## config.mk

```make
export PLATFORM = sky130hd
export DESIGN_NAME = wut_top
export DESIGN_NICKNAME = d
export VERILOG_FILES = /design/src/inc/wut_pkg.sv /design/src/verilog/wut_top.sv
export VERILOG_INCLUDE_DIRS = /design/src /design/src/inc
export SDC_FILE = /design/constraint.sdc
export NUM_CORES = 1
export LEC_CHECK = 0
export ABC_AREA = 1
export CAP_MARGIN = 20
export CORE_ASPECT_RATIO = 1.1
export CORE_UTILIZATION = 48
export DETAILED_ROUTE_END_ITERATION = 10
export DONT_BUFFER_PORTS = 1
export GPL_TIMING_DRIVEN = 0
export PLACE_DENSITY = 0.62
export SYNTH_ARGS = -nofsm -noshare
export SYNTH_HDL_FRONTEND = slang
export SYNTH_SLANG_ARGS = --single-unit
```

## constraint.sdc

```tcl
create_clock -name CORE_CLK -period 4.3 [get_ports CORE_CLK]
set_clock_uncertainty 0.2 [all_clocks]
set_input_delay 0.86 -clock CORE_CLK [delete_from_list [all_inputs] [get_ports CORE_CLK]]
set_output_delay 0.86 -clock CORE_CLK [all_outputs]
set_load 0.005 [all_outputs]
```

## src/inc/wut_map.svh

```systemverilog
`ifndef WUT_MAP_SVH
`define WUT_MAP_SVH
// =====================================================
// register indices, byte address is four times these
`define WUT_IDX_CFG_UP 12'h30c
`define WUT_IDX_CFG_LO 12'h30d
`define WUT_IDX_RLD_UP 12'h30e
`define WUT_IDX_RLD_LO 12'h30f
`define WUT_IDX_FLAG_CLR 12'h310
`define WUT_IDX_STATUS 12'h311
`define WUT_IDX_IRQ_STAT 12'h320
`define WUT_IDX_IRQ_MASK 12'h321
// =====================================================
// field positions
`define WUT_UP_TRIM 6:3
`define WUT_UP_PRESC 2:0
`define WUT_LO_RC_EN 6
`define WUT_LO_XO_EN 5
`define WUT_LO_SRC 4
`define WUT_LO_RETAIN 3
`define WUT_LO_ARM 0
`define WUT_RESET_BYTE 8'h00
`define WUT_TRIM_NOMINAL 4'hd
// =====================================================
// timing
`define WUT_CORE_HZ 26'd40000000
`define WUT_SLOW_HZ 26'd32768
`endif

```

## src/inc/wut_pkg.sv

```systemverilog
package wut_pkg;
  typedef enum logic {WUT_AWAKE, WUT_ASLEEP} wut_pwr_t;
  typedef logic [15:0] wut_word_t;
endpackage

```

## src/verilog/wut_top.sv

```systemverilog
// Chosen here: register access over APB.
`timescale 1ns/1ps
`include "wut_map.svh"
module wut_top import wut_pkg::*; (
  input wire logic CORE_CLK,
  input wire logic RESETN,
  input wire logic PSEL,
  input wire logic PENABLE,
  input wire logic PWRITE,
  input wire logic [13:0] PADDR,
  input wire logic [31:0] PWDATA,
  input wire logic SLEEP_REQ,
  output logic PREADY,
  output logic [31:0] PRDATA,
  output logic PSLVERR,
  output logic IRQ,
  output logic SLEEP_STATE,
  output logic RETAIN_MEM_POWER,
  output logic WAKE_UP,
  output logic RC_OSC_ENABLE,
  output logic CRYSTAL_OSC_ENABLE,
  output logic TIMER_SOURCE_SELECT,
  output logic [3:0] RC_TRIM
);
  // =====================================================
  // helpers
  function automatic logic hit(input logic [13:0] a,
                               input logic [11:0] idx);
    hit = (a == {idx, 2'b00});
  endfunction

  function automatic logic [16:0] div_of(input logic [2:0] c);
    case (c)
      3'h0: div_of = 17'h00001;
      3'h1: div_of = 17'h00004;
      3'h2: div_of = 17'h00008;
      3'h3: div_of = 17'h00010;
      3'h4: div_of = 17'h00080;
      3'h5: div_of = 17'h00400;
      3'h6: div_of = 17'h02000;
      default: div_of = 17'h10000;
    endcase
  endfunction

  // rc rate per core cycle; undefined trim codes run nominal
  function automatic logic [25:0] rc_step(input logic [3:0] t);
    case (t)
      4'h0: rc_step = 26'd59965;
      4'h1: rc_step = 26'd54395;
      4'h8: rc_step = 26'd49152;
      4'h9: rc_step = 26'd43581;
      4'hc: rc_step = 26'd38011;
      4'he: rc_step = 26'd27525;
      4'hf: rc_step = 26'd21955;
      4'h6: rc_step = 26'd16384;
      4'h7: rc_step = 26'd11141;
      default: rc_step = `WUT_SLOW_HZ;
    endcase
  endfunction

  // =====================================================
  // apb slave, zero wait states
  logic setup;
  logic wr_take;
  logic mapped;
  assign setup = PSEL && !PENABLE;
  assign wr_take = PSEL && PENABLE && PREADY && PWRITE;
  always_comb begin
    if (hit(PADDR, `WUT_IDX_CFG_UP)) mapped = 1'b1;
    else if (hit(PADDR, `WUT_IDX_CFG_LO)) mapped = 1'b1;
    else if (hit(PADDR, `WUT_IDX_RLD_UP)) mapped = 1'b1;
    else if (hit(PADDR, `WUT_IDX_RLD_LO)) mapped = 1'b1;
    else if (hit(PADDR, `WUT_IDX_FLAG_CLR)) mapped = 1'b1;
    else if (hit(PADDR, `WUT_IDX_STATUS)) mapped = 1'b1;
    else if (hit(PADDR, `WUT_IDX_IRQ_STAT)) mapped = 1'b1;
    else if (hit(PADDR, `WUT_IDX_IRQ_MASK)) mapped = 1'b1;
    else mapped = 1'b0;
  end

  logic wr_cfg_up, wr_cfg_lo, wr_rld_up, wr_rld_lo;
  logic wr_flag, wr_istat, wr_imask;
  assign wr_cfg_up = wr_take && hit(PADDR, `WUT_IDX_CFG_UP);
  assign wr_cfg_lo = wr_take && hit(PADDR, `WUT_IDX_CFG_LO);
  assign wr_rld_up = wr_take && hit(PADDR, `WUT_IDX_RLD_UP);
  assign wr_rld_lo = wr_take && hit(PADDR, `WUT_IDX_RLD_LO);
  assign wr_flag = wr_take && hit(PADDR, `WUT_IDX_FLAG_CLR);
  assign wr_istat = wr_take && hit(PADDR, `WUT_IDX_IRQ_STAT);
  assign wr_imask = wr_take && hit(PADDR, `WUT_IDX_IRQ_MASK);

  logic [7:0] status;
  logic [1:0] irq_stat, irq_mask;
  logic [31:0] next_prdata;
  always_comb begin
    next_prdata = 32'h0;
    if (hit(PADDR, `WUT_IDX_STATUS)) next_prdata = {24'h0, status};
    else if (hit(PADDR, `WUT_IDX_IRQ_STAT))
      next_prdata = {30'h0, irq_stat};
    else if (hit(PADDR, `WUT_IDX_IRQ_MASK))
      next_prdata = {30'h0, irq_mask};
    else next_prdata = 32'h0;
  end

  always_ff @(posedge CORE_CLK or negedge RESETN) begin
    if (!RESETN) begin
      PREADY <= 1'b0;
      PRDATA <= 32'h0;
      PSLVERR <= 1'b0;
    end else begin
      PREADY <= setup;
      PSLVERR <= setup && !mapped;
      if (setup && !PWRITE) PRDATA <= next_prdata;
    end
  end

  // =====================================================
  // sleep request pin, two-stage synchroniser
  logic req_s1, req_s2, req_s3;
  always_ff @(posedge CORE_CLK or negedge RESETN) begin
    if (!RESETN) begin
      req_s1 <= 1'b0;
      req_s2 <= 1'b0;
      req_s3 <= 1'b0;
    end else begin
      req_s1 <= SLEEP_REQ;
      req_s2 <= req_s1;
      req_s3 <= req_s2;
    end
  end
  logic sleep_enter;
  wut_pwr_t pwr;
  assign sleep_enter = req_s2 && !req_s3 && pwr == WUT_AWAKE;

  // =====================================================
  // configuration memory bytes and working settings
  logic [7:0] cfg_up_mem;
  logic [7:0] rld_up_mem;
  logic [6:0] cfg_up;
  logic [6:0] cfg_lo;
  wut_word_t reload;
  always_ff @(posedge CORE_CLK or negedge RESETN) begin
    if (!RESETN) begin
      cfg_up_mem <= `WUT_RESET_BYTE;
      rld_up_mem <= `WUT_RESET_BYTE;
    end else if (sleep_enter) begin
      cfg_up_mem <= `WUT_RESET_BYTE;
      rld_up_mem <= `WUT_RESET_BYTE;
    end else begin
      if (wr_cfg_up) cfg_up_mem <= PWDATA[7:0];
      if (wr_rld_up) rld_up_mem <= PWDATA[7:0];
    end
  end

  // upper byte takes effect together with the lower write
  always_ff @(posedge CORE_CLK or negedge RESETN) begin
    if (!RESETN) begin
      cfg_up <= 7'h0;
      cfg_lo <= 7'h0;
      reload <= 16'h0;
    end else begin
      if (wr_cfg_lo) begin
        cfg_up <= cfg_up_mem[6:0];
        cfg_lo <= PWDATA[6:0];
      end
      if (wr_rld_lo) reload <= {rld_up_mem, PWDATA[7:0]};
    end
  end

  logic src_rc, src_on, arm;
  assign src_rc = cfg_lo[`WUT_LO_SRC];
  assign src_on = src_rc ? cfg_lo[`WUT_LO_RC_EN]
                         : cfg_lo[`WUT_LO_XO_EN];
  assign arm = cfg_lo[`WUT_LO_ARM];

  // =====================================================
  // timer clock as a fractional enable: 32.768 khz from the crystal, trim-dependent rate from rc
  logic [25:0] acc, step;
  logic slow_tick;
  assign step = src_rc ? rc_step(cfg_up[`WUT_UP_TRIM])
                       : `WUT_SLOW_HZ;
  always_ff @(posedge CORE_CLK or negedge RESETN) begin
    if (!RESETN) begin
      acc <= 26'h0;
      slow_tick <= 1'b0;
    end else if (!src_on) begin
      acc <= 26'h0;
      slow_tick <= 1'b0;
    end else if (acc + step >= `WUT_CORE_HZ) begin
      acc <= acc + step - `WUT_CORE_HZ;
      slow_tick <= 1'b1;
    end else begin
      acc <= acc + step;
      slow_tick <= 1'b0;
    end
  end

  // prescaler
  logic [15:0] div_cnt;
  logic presc_tick;
  logic [16:0] div;
  assign div = div_of(cfg_up[`WUT_UP_PRESC]);
  always_ff @(posedge CORE_CLK or negedge RESETN) begin
    if (!RESETN) begin
      div_cnt <= 16'h0;
      presc_tick <= 1'b0;
    end else if (wr_cfg_lo) begin
      div_cnt <= 16'h0;
      presc_tick <= 1'b0;
    end else if (slow_tick) begin
      if ({1'b0, div_cnt} + 17'h1 >= div) begin
        div_cnt <= 16'h0;
        presc_tick <= 1'b1;
      end else begin
        div_cnt <= div_cnt + 16'h1;
        presc_tick <= 1'b0;
      end
    end else begin
      presc_tick <= 1'b0;
    end
  end

  // =====================================================
  // countdown; reaching zero reloads on the next tick
  wut_word_t count;
  logic timeout_evt;
  always_ff @(posedge CORE_CLK or negedge RESETN) begin
    if (!RESETN) begin
      count <= 16'h0;
      timeout_evt <= 1'b0;
    end else if (wr_rld_lo) begin
      count <= {rld_up_mem, PWDATA[7:0]};
      timeout_evt <= 1'b0;
    end else if (presc_tick) begin
      count <= (count == 16'h0) ? reload : count - 16'h1;
      timeout_evt <= (count == 16'h1);
    end else begin
      timeout_evt <= 1'b0;
    end
  end

  // flags: set wins over clear
  logic to_flag, cold_flag;
  always_ff @(posedge CORE_CLK or negedge RESETN) begin
    if (!RESETN) begin
      to_flag <= 1'b0;
      cold_flag <= 1'b1;
    end else begin
      if (timeout_evt) to_flag <= 1'b1;
      else if (wr_flag && PWDATA[0]) to_flag <= 1'b0;
      if (wr_flag && PWDATA[0]) cold_flag <= 1'b0;
    end
  end
  assign status = {5'h0, cold_flag, to_flag, count == 16'h0};

  // =====================================================
  // power state; a wake seen with entry is dropped and the part goes to sleep
  logic wake_evt;
  assign wake_evt = timeout_evt && arm;
  always_ff @(posedge CORE_CLK or negedge RESETN) begin
    if (!RESETN) begin
      pwr <= WUT_AWAKE;
      WAKE_UP <= 1'b0;
    end else begin
      WAKE_UP <= wake_evt && pwr == WUT_ASLEEP;
      case (pwr)
        WUT_AWAKE: if (sleep_enter) pwr <= WUT_ASLEEP;
        WUT_ASLEEP: if (wake_evt) pwr <= WUT_AWAKE;
        default: pwr <= WUT_AWAKE;
      endcase
    end
  end

  // pin outputs
  always_ff @(posedge CORE_CLK or negedge RESETN) begin
    if (!RESETN) begin
      SLEEP_STATE <= 1'b0;
      RETAIN_MEM_POWER <= 1'b1;
      RC_OSC_ENABLE <= 1'b0;
      CRYSTAL_OSC_ENABLE <= 1'b0;
      TIMER_SOURCE_SELECT <= 1'b0;
      RC_TRIM <= 4'h0;
    end else begin
      SLEEP_STATE <= pwr == WUT_ASLEEP;
      RETAIN_MEM_POWER <= pwr == WUT_AWAKE
                          || cfg_lo[`WUT_LO_RETAIN];
      RC_OSC_ENABLE <= cfg_lo[`WUT_LO_RC_EN];
      CRYSTAL_OSC_ENABLE <= cfg_lo[`WUT_LO_XO_EN];
      TIMER_SOURCE_SELECT <= src_rc;
      RC_TRIM <= cfg_up[`WUT_UP_TRIM];
    end
  end

  // =====================================================
  // interrupts: bit0 timeout, bit1 wake, write one to clear
  logic [1:0] ev;
  assign ev = {wake_evt, timeout_evt};
  always_ff @(posedge CORE_CLK or negedge RESETN) begin
    if (!RESETN) begin
      irq_stat <= 2'h0;
      irq_mask <= 2'h0;
      IRQ <= 1'b0;
    end else begin
      irq_stat <= ev | (irq_stat & ~(wr_istat ? PWDATA[1:0] : 2'h0));
      if (wr_imask) irq_mask <= PWDATA[1:0];
      IRQ <= |(irq_stat & irq_mask);
    end
  end

  // =====================================================
  // checks
  property p_presc;
    @(posedge CORE_CLK) disable iff (!RESETN)
    presc_tick |-> ({1'b0, $past(div_cnt)} + 17'h1 >= div);
  endproperty
  a_presc: assert property (p_presc) else $error("early tick");

  property p_src;
    @(posedge CORE_CLK) disable iff (!RESETN)
    (src_rc && !cfg_lo[`WUT_LO_RC_EN]) |=> !slow_tick;
  endproperty
  a_src: assert property (p_src) else $error("tick off source");

  property p_trim;
    @(posedge CORE_CLK) disable iff (!RESETN)
    (src_rc && cfg_up[`WUT_UP_TRIM] == `WUT_TRIM_NOMINAL)
      |-> step == `WUT_SLOW_HZ;
  endproperty
  a_trim: assert property (p_trim) else $error("trim rate");

  property p_retain;
    @(posedge CORE_CLK) disable iff (!RESETN)
    (pwr == WUT_ASLEEP && !cfg_lo[`WUT_LO_RETAIN])
      |=> !RETAIN_MEM_POWER;
  endproperty
  a_retain: assert property (p_retain) else $error("retain");

  property p_arm;
    @(posedge CORE_CLK) disable iff (!RESETN)
    (timeout_evt && !arm && pwr == WUT_ASLEEP)
      |=> pwr == WUT_ASLEEP && !WAKE_UP;
  endproperty
  a_arm: assert property (p_arm) else $error("unarmed wake");

  property p_pend;
    @(posedge CORE_CLK) disable iff (!RESETN)
    (wr_rld_up && !wr_rld_lo) |=> $stable(reload);
  endproperty
  a_pend: assert property (p_pend) else $error("reload early");

  property p_sleep;
    @(posedge CORE_CLK) disable iff (!RESETN)
    sleep_enter |=> cfg_up_mem == 8'h00 && rld_up_mem == 8'h00;
  endproperty
  a_sleep: assert property (p_sleep) else $error("bytes kept");

  property p_count;
    @(posedge CORE_CLK) disable iff (!RESETN)
    (presc_tick && !wr_rld_lo && count != 16'h0)
      |=> count == $past(count) - 16'h1;
  endproperty
  a_count: assert property (p_count) else $error("countdown");

  property p_flag;
    @(posedge CORE_CLK) disable iff (!RESETN)
    timeout_evt |=> to_flag ##1 (to_flag || $past(wr_flag));
  endproperty
  a_flag: assert property (p_flag) else $error("flag lost");
endmodule // wut_top

```

== Yosys cells after proc, flatten, opt, wreduce, memory -nomap -nowiden ==
Memory sizes are Yosys's and may differ from the RTL's.
Index checks and enable logic that the tools add are counted.
Widths: inputs -> output; s select.

* Logic and storage cells: 128
* Output and inout bits: 45
* Memory bits (read-only): 256
* Bits in latches: 0
* Bits in writable memories: 0
* Memories kept: 1
* Register bits after elaboration: 161

{| class="wikitable"
|+ Memory list
! memory !! words !! bits a word !! read ports !! clocked after memory_dff !! write ports !! RTL line !! source
|-
| (name not given) || 16 || 16 || 1 || 0 || 0 || wut_top.sv:47 || <nowiki>case (t)</nowiki>
|}

* Eq/ne operators: 15
* Reduce and logical (&&, ||, !) cells: 31
* Bitwise gates (word level): 5
* Order comparisons: 2
* Multiply operators: 0
* Multiplexer cells: 39
* Shifts and indexed selects: 0
* Divide/modulo/power cells: 0
* $add $sub $neg: 5

{| class="wikitable"
|+ Operators by type and width
! kind !! number
|-
| $pmux 17 s7 || 1
|-
| $eq 14x12->1 const B || 8
|-
| $mux 16 || 6
|-
| $mux 26 || 3
|-
| $add 26x26->26 || 1
|-
| $ge 26x26->1 const B || 1
|-
| $sub 26x26->26 const B || 1
|-
| $mux 1 || 20
|-
| $logic_and 1x1->1 || 18
|-
| $add 16x1->17 const B || 1
|-
| $ge 17x17->1 || 1
|-
| $add 16x1->16 const B || 1
|-
| $eq 16x1->1 const B || 1
|-
| $logic_not 16->1 || 1
|-
| $mux 8 || 2
|-
| $sub 16x1->16 const B || 1
|-
| $mux 7 || 2
|-
| $reduce_bool 2->1 || 5
|-
| $eq 3x3->1 const B || 3
|-
| $eq 3x2->1 const B || 2
|-
| $mux 2 || 3
|-
| $and 2x2->2 || 2
|-
| $logic_not 1->1 || 4
|-
| $eq 3x1->1 const B || 1
|-
| 8 further kinds || 8
|}

== Longest topological paths before layout ==
* Word-level depth: 11
* Gate-level depth with buffers: 33
* Gate-level depth less buffers: 33

== Worst setup path before layout ==
OpenSTA, ideal clock, no wires.

* Kind: flip-flop to flip-flop
* Start: register cfg_up[4]
* End: register acc[19]
* Path buffers: 0
* Setup time: 132 ps
* Arrival: 3103 ps
* Slack: 865 ps
* Cell stages (with the launch flop): 33
* Path through: dfrtp_1 inv_1 ha_1 nor2_2 nand2_2 nand2_4 nand2_2 nand2_1 inv_1 ha_1 inv_1 nand2_1 nand3_1 nand2_1 nand3_1 nand2_1 nand2_1 nand2_1 nand2_1 nand2_1 ha_1 inv_1 nand2_1 o21ai_1 nand2_1 inv_1 nand2_1 nand2_1 nand2_1 nand2_1 nand2_1 nand2_1 nor2_1

* Cells in the longest elaborated chain, start to end: 6
* Elaborated cells on any way between the ends: 7

{| class="wikitable"
|+ Ends and longest elaborated chain
! item !! RTL line !! source
|-
| from (decl) || wut_top.sv:137 || <nowiki>logic [6:0] cfg_up;</nowiki>
|-
| from (signal assigned) || wut_top.sv:161 || <nowiki>cfg_up <= cfg_up_mem[6:0];</nowiki>
|-
| $mem_v2 16x16 * || n/a ||
|-
| $mux 26 (no source line) * || n/a ||
|-
| $add 26x26->26 * || wut_top.sv:187, wut_top.sv:188, wut_top.sv:191 ||
|-
| $sub 26x26->26 (no source line) / $ge 26x26->1 (equally long branches) || n/a ||
|-
| $mux 26 * || wut_top.sv:187 || <nowiki>end else if (acc + step >= `WUT_CORE_HZ) begin</nowiki>
|-
| $mux 26 * || wut_top.sv:184 || <nowiki>end else if (!src_on) begin</nowiki>
|-
| to (signal assigned) || wut_top.sv:188 || <nowiki>acc <= acc + step - `WUT_CORE_HZ;</nowiki>
|-
| to (signal assigned) || wut_top.sv:191 || <nowiki>acc <= acc + step;</nowiki>
|-
| to (decl) || wut_top.sv:176 || <nowiki>logic [25:0] acc, step;</nowiki>
|}

Mark *: on every way between the ends. The rest lies on a longest branch, timed or not.
A chain may end at the register's enable or synchronous reset.

== Worst setup path in the final report ==
Same ends and word-level chain as after synthesis.

==> results.cfg <==
[outcome]
run_status = complete, but fails checks
violations = DRC

[critical_path]
critPathKind = flop to flop
end_kind = flop
arrival_ns = 4.03
cp_common_cell = nand2_1
path_delay_family = simple AND/OR/NAND/NOR gates
cp_slowest_cell = dfrtp_2
slowest_delay_ns = 0.44
timing.reg2reg.setup_slack_ns = 0.36
crit_path_start_kind = flop
required_ns = 4.39
crit_path_max_fanout = 6
cp_num_buf_inv = 5

[hold_path]
hold_class = primary input to asynchronous set/reset pin

[power]
clkPwrFrac_pct = 52.5
p_leak_nw = 5.289
pwr_density_cell_nw_per_um2 = 294.2
p_comb_share_pct = 3.7
seqPwrFrac_pct = 43.7
intPower_w = 0.002334
swShare_pct = 22.04
p_sw_w = 0.0006598
ir_worst_vdd_mv = 0.2862

[drt]
vias = 8502
via_per_inst = 5.216
firstDrtPassIters = 10
antenna_left = 0
wirelength_um = 24270
routedWlPerCell_um = 14.89
drtIter0Drc = 563
drc = 2

[yosys]
synth-seq-area-share_pct = 36.25
synth_most_common_cell = nand2_1
synth-seq-cells = 130
syn_area_per_cell_um2 = 6.829
syn_area_um2 = 8980
yosysWarnings = 0
synth_area_leaders = dfrtp_1 36%, nand2_1 16%, inv_1 7.1%
synth-edff-count = 0
yosys.area.top_type_share_pct = 35.67
synth_cell_types = 53
ys_top_cells_by_count = 372 x nand2_1, 170 x inv_1, 146 x nor2_1
synthArstFlopShare_pct = 100.0
netlist_instances = 1315
ys.flop_type = dfrtp_1
yosysTopAreaCell = dfrtp_1

[timing]
maxSlewViolCount = 0
fin_setup_tns_ns = 0
worst_slew_pin_slew_ns = 0.7794
period_needed_ns = 3.942
fin_crit_sh_pct = 91.67
hold_viol = 0
max_slew_margin_pct = 48.04
setup_viol = 0
fmax_ghz = 0.2537

[clock_tree]
cts.sinks = 130
h-tree-depth = 4
root_buffer = clkbuf_16
cts_tree = built
cts_inserted_buffers = 17
clockBufferDepth = 2
clk_latency_ns = 0.43
clk_pin_slew_worst_paths_ns = 0.06

[final_layout]
design_area_um2 = 10170
final_layout_size_suffix_gt1_share_pct = 10.75
area_delta_synth_final_pct = 13.29
nets = 1449
final_util_pct = 55.45

[placement]
globalplace.congestion = 0.9340
post_dp_cell_area_um2 = 9397
dpl.hpwl_um = 18300
port_buffers = 0

[floorplanning]
die-area_um2 = 19260
io_pins = 97
core_area_um2 = 18350
die_width_um = 132.4
start_util_pct = 48.94
die_h_um = 145.5
core.rowCount = 52

[global_routing]
antenna_found_initial = 1
grt_usage_pct = 26.15
grt_start_max_net_pins = 129
grt_pass1_vias = 8079
grt_overflow_total = 0
grt_pass1_wl_um = 39800

[flow_run]
max_cap_violations = 0
-- cell families after synthesis --
logic type               count (synthesis)  share of synthesized area (%)
AO/OA/AOI/OAI                          161                          10.09
XOR/XNOR                                26                          2.536
adder cells (fa/ha/maj)                 24                          3.344
buffers and inverters                  234                          11.29
flip-flops                             130                          36.25
multiplexers                            10                          1.240
other                                    1                        0.04176
AND/OR/NAND/NOR                        729                          35.21
-- per-layer routing --
layer  wire length, um  track usage [%]  vias up
met3              1205            5.190       54
met2             11670            44.24      215
met5                 0                0        -
met1             10610            32.36     3938
li1                  -                -     4295
met4               789            11.32        0
-- through the flow --
step | total power [W] | hold slack (ns) | instances | setup slack [ns]
after floorplan | 0.001389 | 0.1312 | 1343 | 0.8648
after global placement | 0.001412 | 0.1484 | 1586 | -0.02925
after detailed placement | 0.001416 | 0.1380 | 1587 | 0.1040
after CTS | 0.003012 | 0.06471 | 1620 | 0.06731
after global routing | 0.003084 | 0.06006 | 1629 | -0.004028
final | 0.002993 | 0.07677 | 1630 | 0.3583
-- sequential cells by signal, indices dropped and copies added (netlist names), 5 cells and up --
| name | flops |
|---|---|
| acc | 26 |
| cfg_lo | 5 |
| cfg_up | 7 |
| cfg_up_mem | 7 |
| count | 16 |
| div_cnt | 16 |
| reload | 16 |
| rld_up_mem | 8 |
-- power groups by stage --
stage | logic, W | clock network [W] | registers [W]
after CTS | 0.000114 | 0.00159 | 0.00131
after detailed placement | 0.0000861 | 0 | 0.00133
final | 0.000112 | 0.00157 | 0.00131
after global placement | 0.0000823 | 0 | 0.00133
after global routing | 0.000131 | 0.00164 | 0.00131
after floorplan | 0.0000735 | 0 | 0.00132
-- layout make-up --
| type | count | area, um^2 |
|---|---|---|
| multi-input cells | 979 | 4863 |
| clock buffers | 23 | 478.0 |
| inverters | 188 | 705.7 |
| clock inverters | 9 | 151.4 |
| flip-flops and latches | 130 | 3258 |
| repair buffers | 11 | 102.6 |
| plain buffers | 46 | 307.8 |
| well taps | 243 | 304.0 |
| diodes | 1 | 2.502 |
| fillers | 1828 | 8174 |
-- layout by cell type, fill, tap and decap left out, types with 3 or more instances in the layout --
| master | synthesis | final |
|---|---|---|
| nand2_1 | 372 | 365 |
| inv_1 | 170 | 170 |
| nor2_1 | 146 | 144 |
| dfrtp_1 | 128 | 126 |
| nand3_1 | 102 | 102 |
| o21ai_0 | 78 | 76 |
| buf_4 | 32 | 42 |
| a21oi_1 | 30 | 30 |
| nand4_1 | 30 | 30 |
| conb_1 | 1 | 29 |
| nor3_1 | 28 | 28 |
| nand2_2 | 18 | 24 |
| xor2_1 | 23 | 23 |
| ha_1 | 24 | 23 |
| clkbuf_16 | 0 | 17 |
| clkbuf_1 | 12 | 15 |
| o21ai_1 | 13 | 14 |
| inv_2 | 10 | 10 |
| mux2_2 | 9 | 9 |
| clkinv_1 | 8 | 8 |
| o22ai_1 | 8 | 8 |
| nor2_2 | 5 | 7 |
| nand3_2 | 6 | 6 |
| a31oi_1 | 6 | 6 |
| nor4_1 | 5 | 5 |
| nand3b_1 | 4 | 4 |
| or2_2 | 4 | 4 |
| o221ai_1 | 4 | 4 |
| bufinv_16 | 0 | 4 |
| a211oi_1 | 3 | 3 |
| o211ai_1 | 3 | 3 |
| xnor2_1 | 3 | 3 |
| o311ai_0 | 3 | 3 |
| clkinv_2 | 0 | 3 |
| clkbuf_8 | 0 | 3 |
-- worst paths after layout --
kind                                start  cells past startpoint          endpoint
worst max-delay path            cfg_up[4]                     30           acc[19]
min in group CORE_CLK              req_s1                      0            req_s2
max in group asynchronous          RESETN                      1        reload[15]
worst max register to register  cfg_up[4]                     30           acc[19]
worst min-delay path               RESETN                      0  RETAIN_MEM_POWER
worst min register to register     req_s1                      0            req_s2
-- repair_timing --
action,CTS,global route
gates resized for setup,0,18
buffers inserted,0,9
hold buffers,1,0
hold endpoints to repair,128,0
endpoints found under the setup margin,0,17
Note: power is estimated with default switching activity, not from simulation.
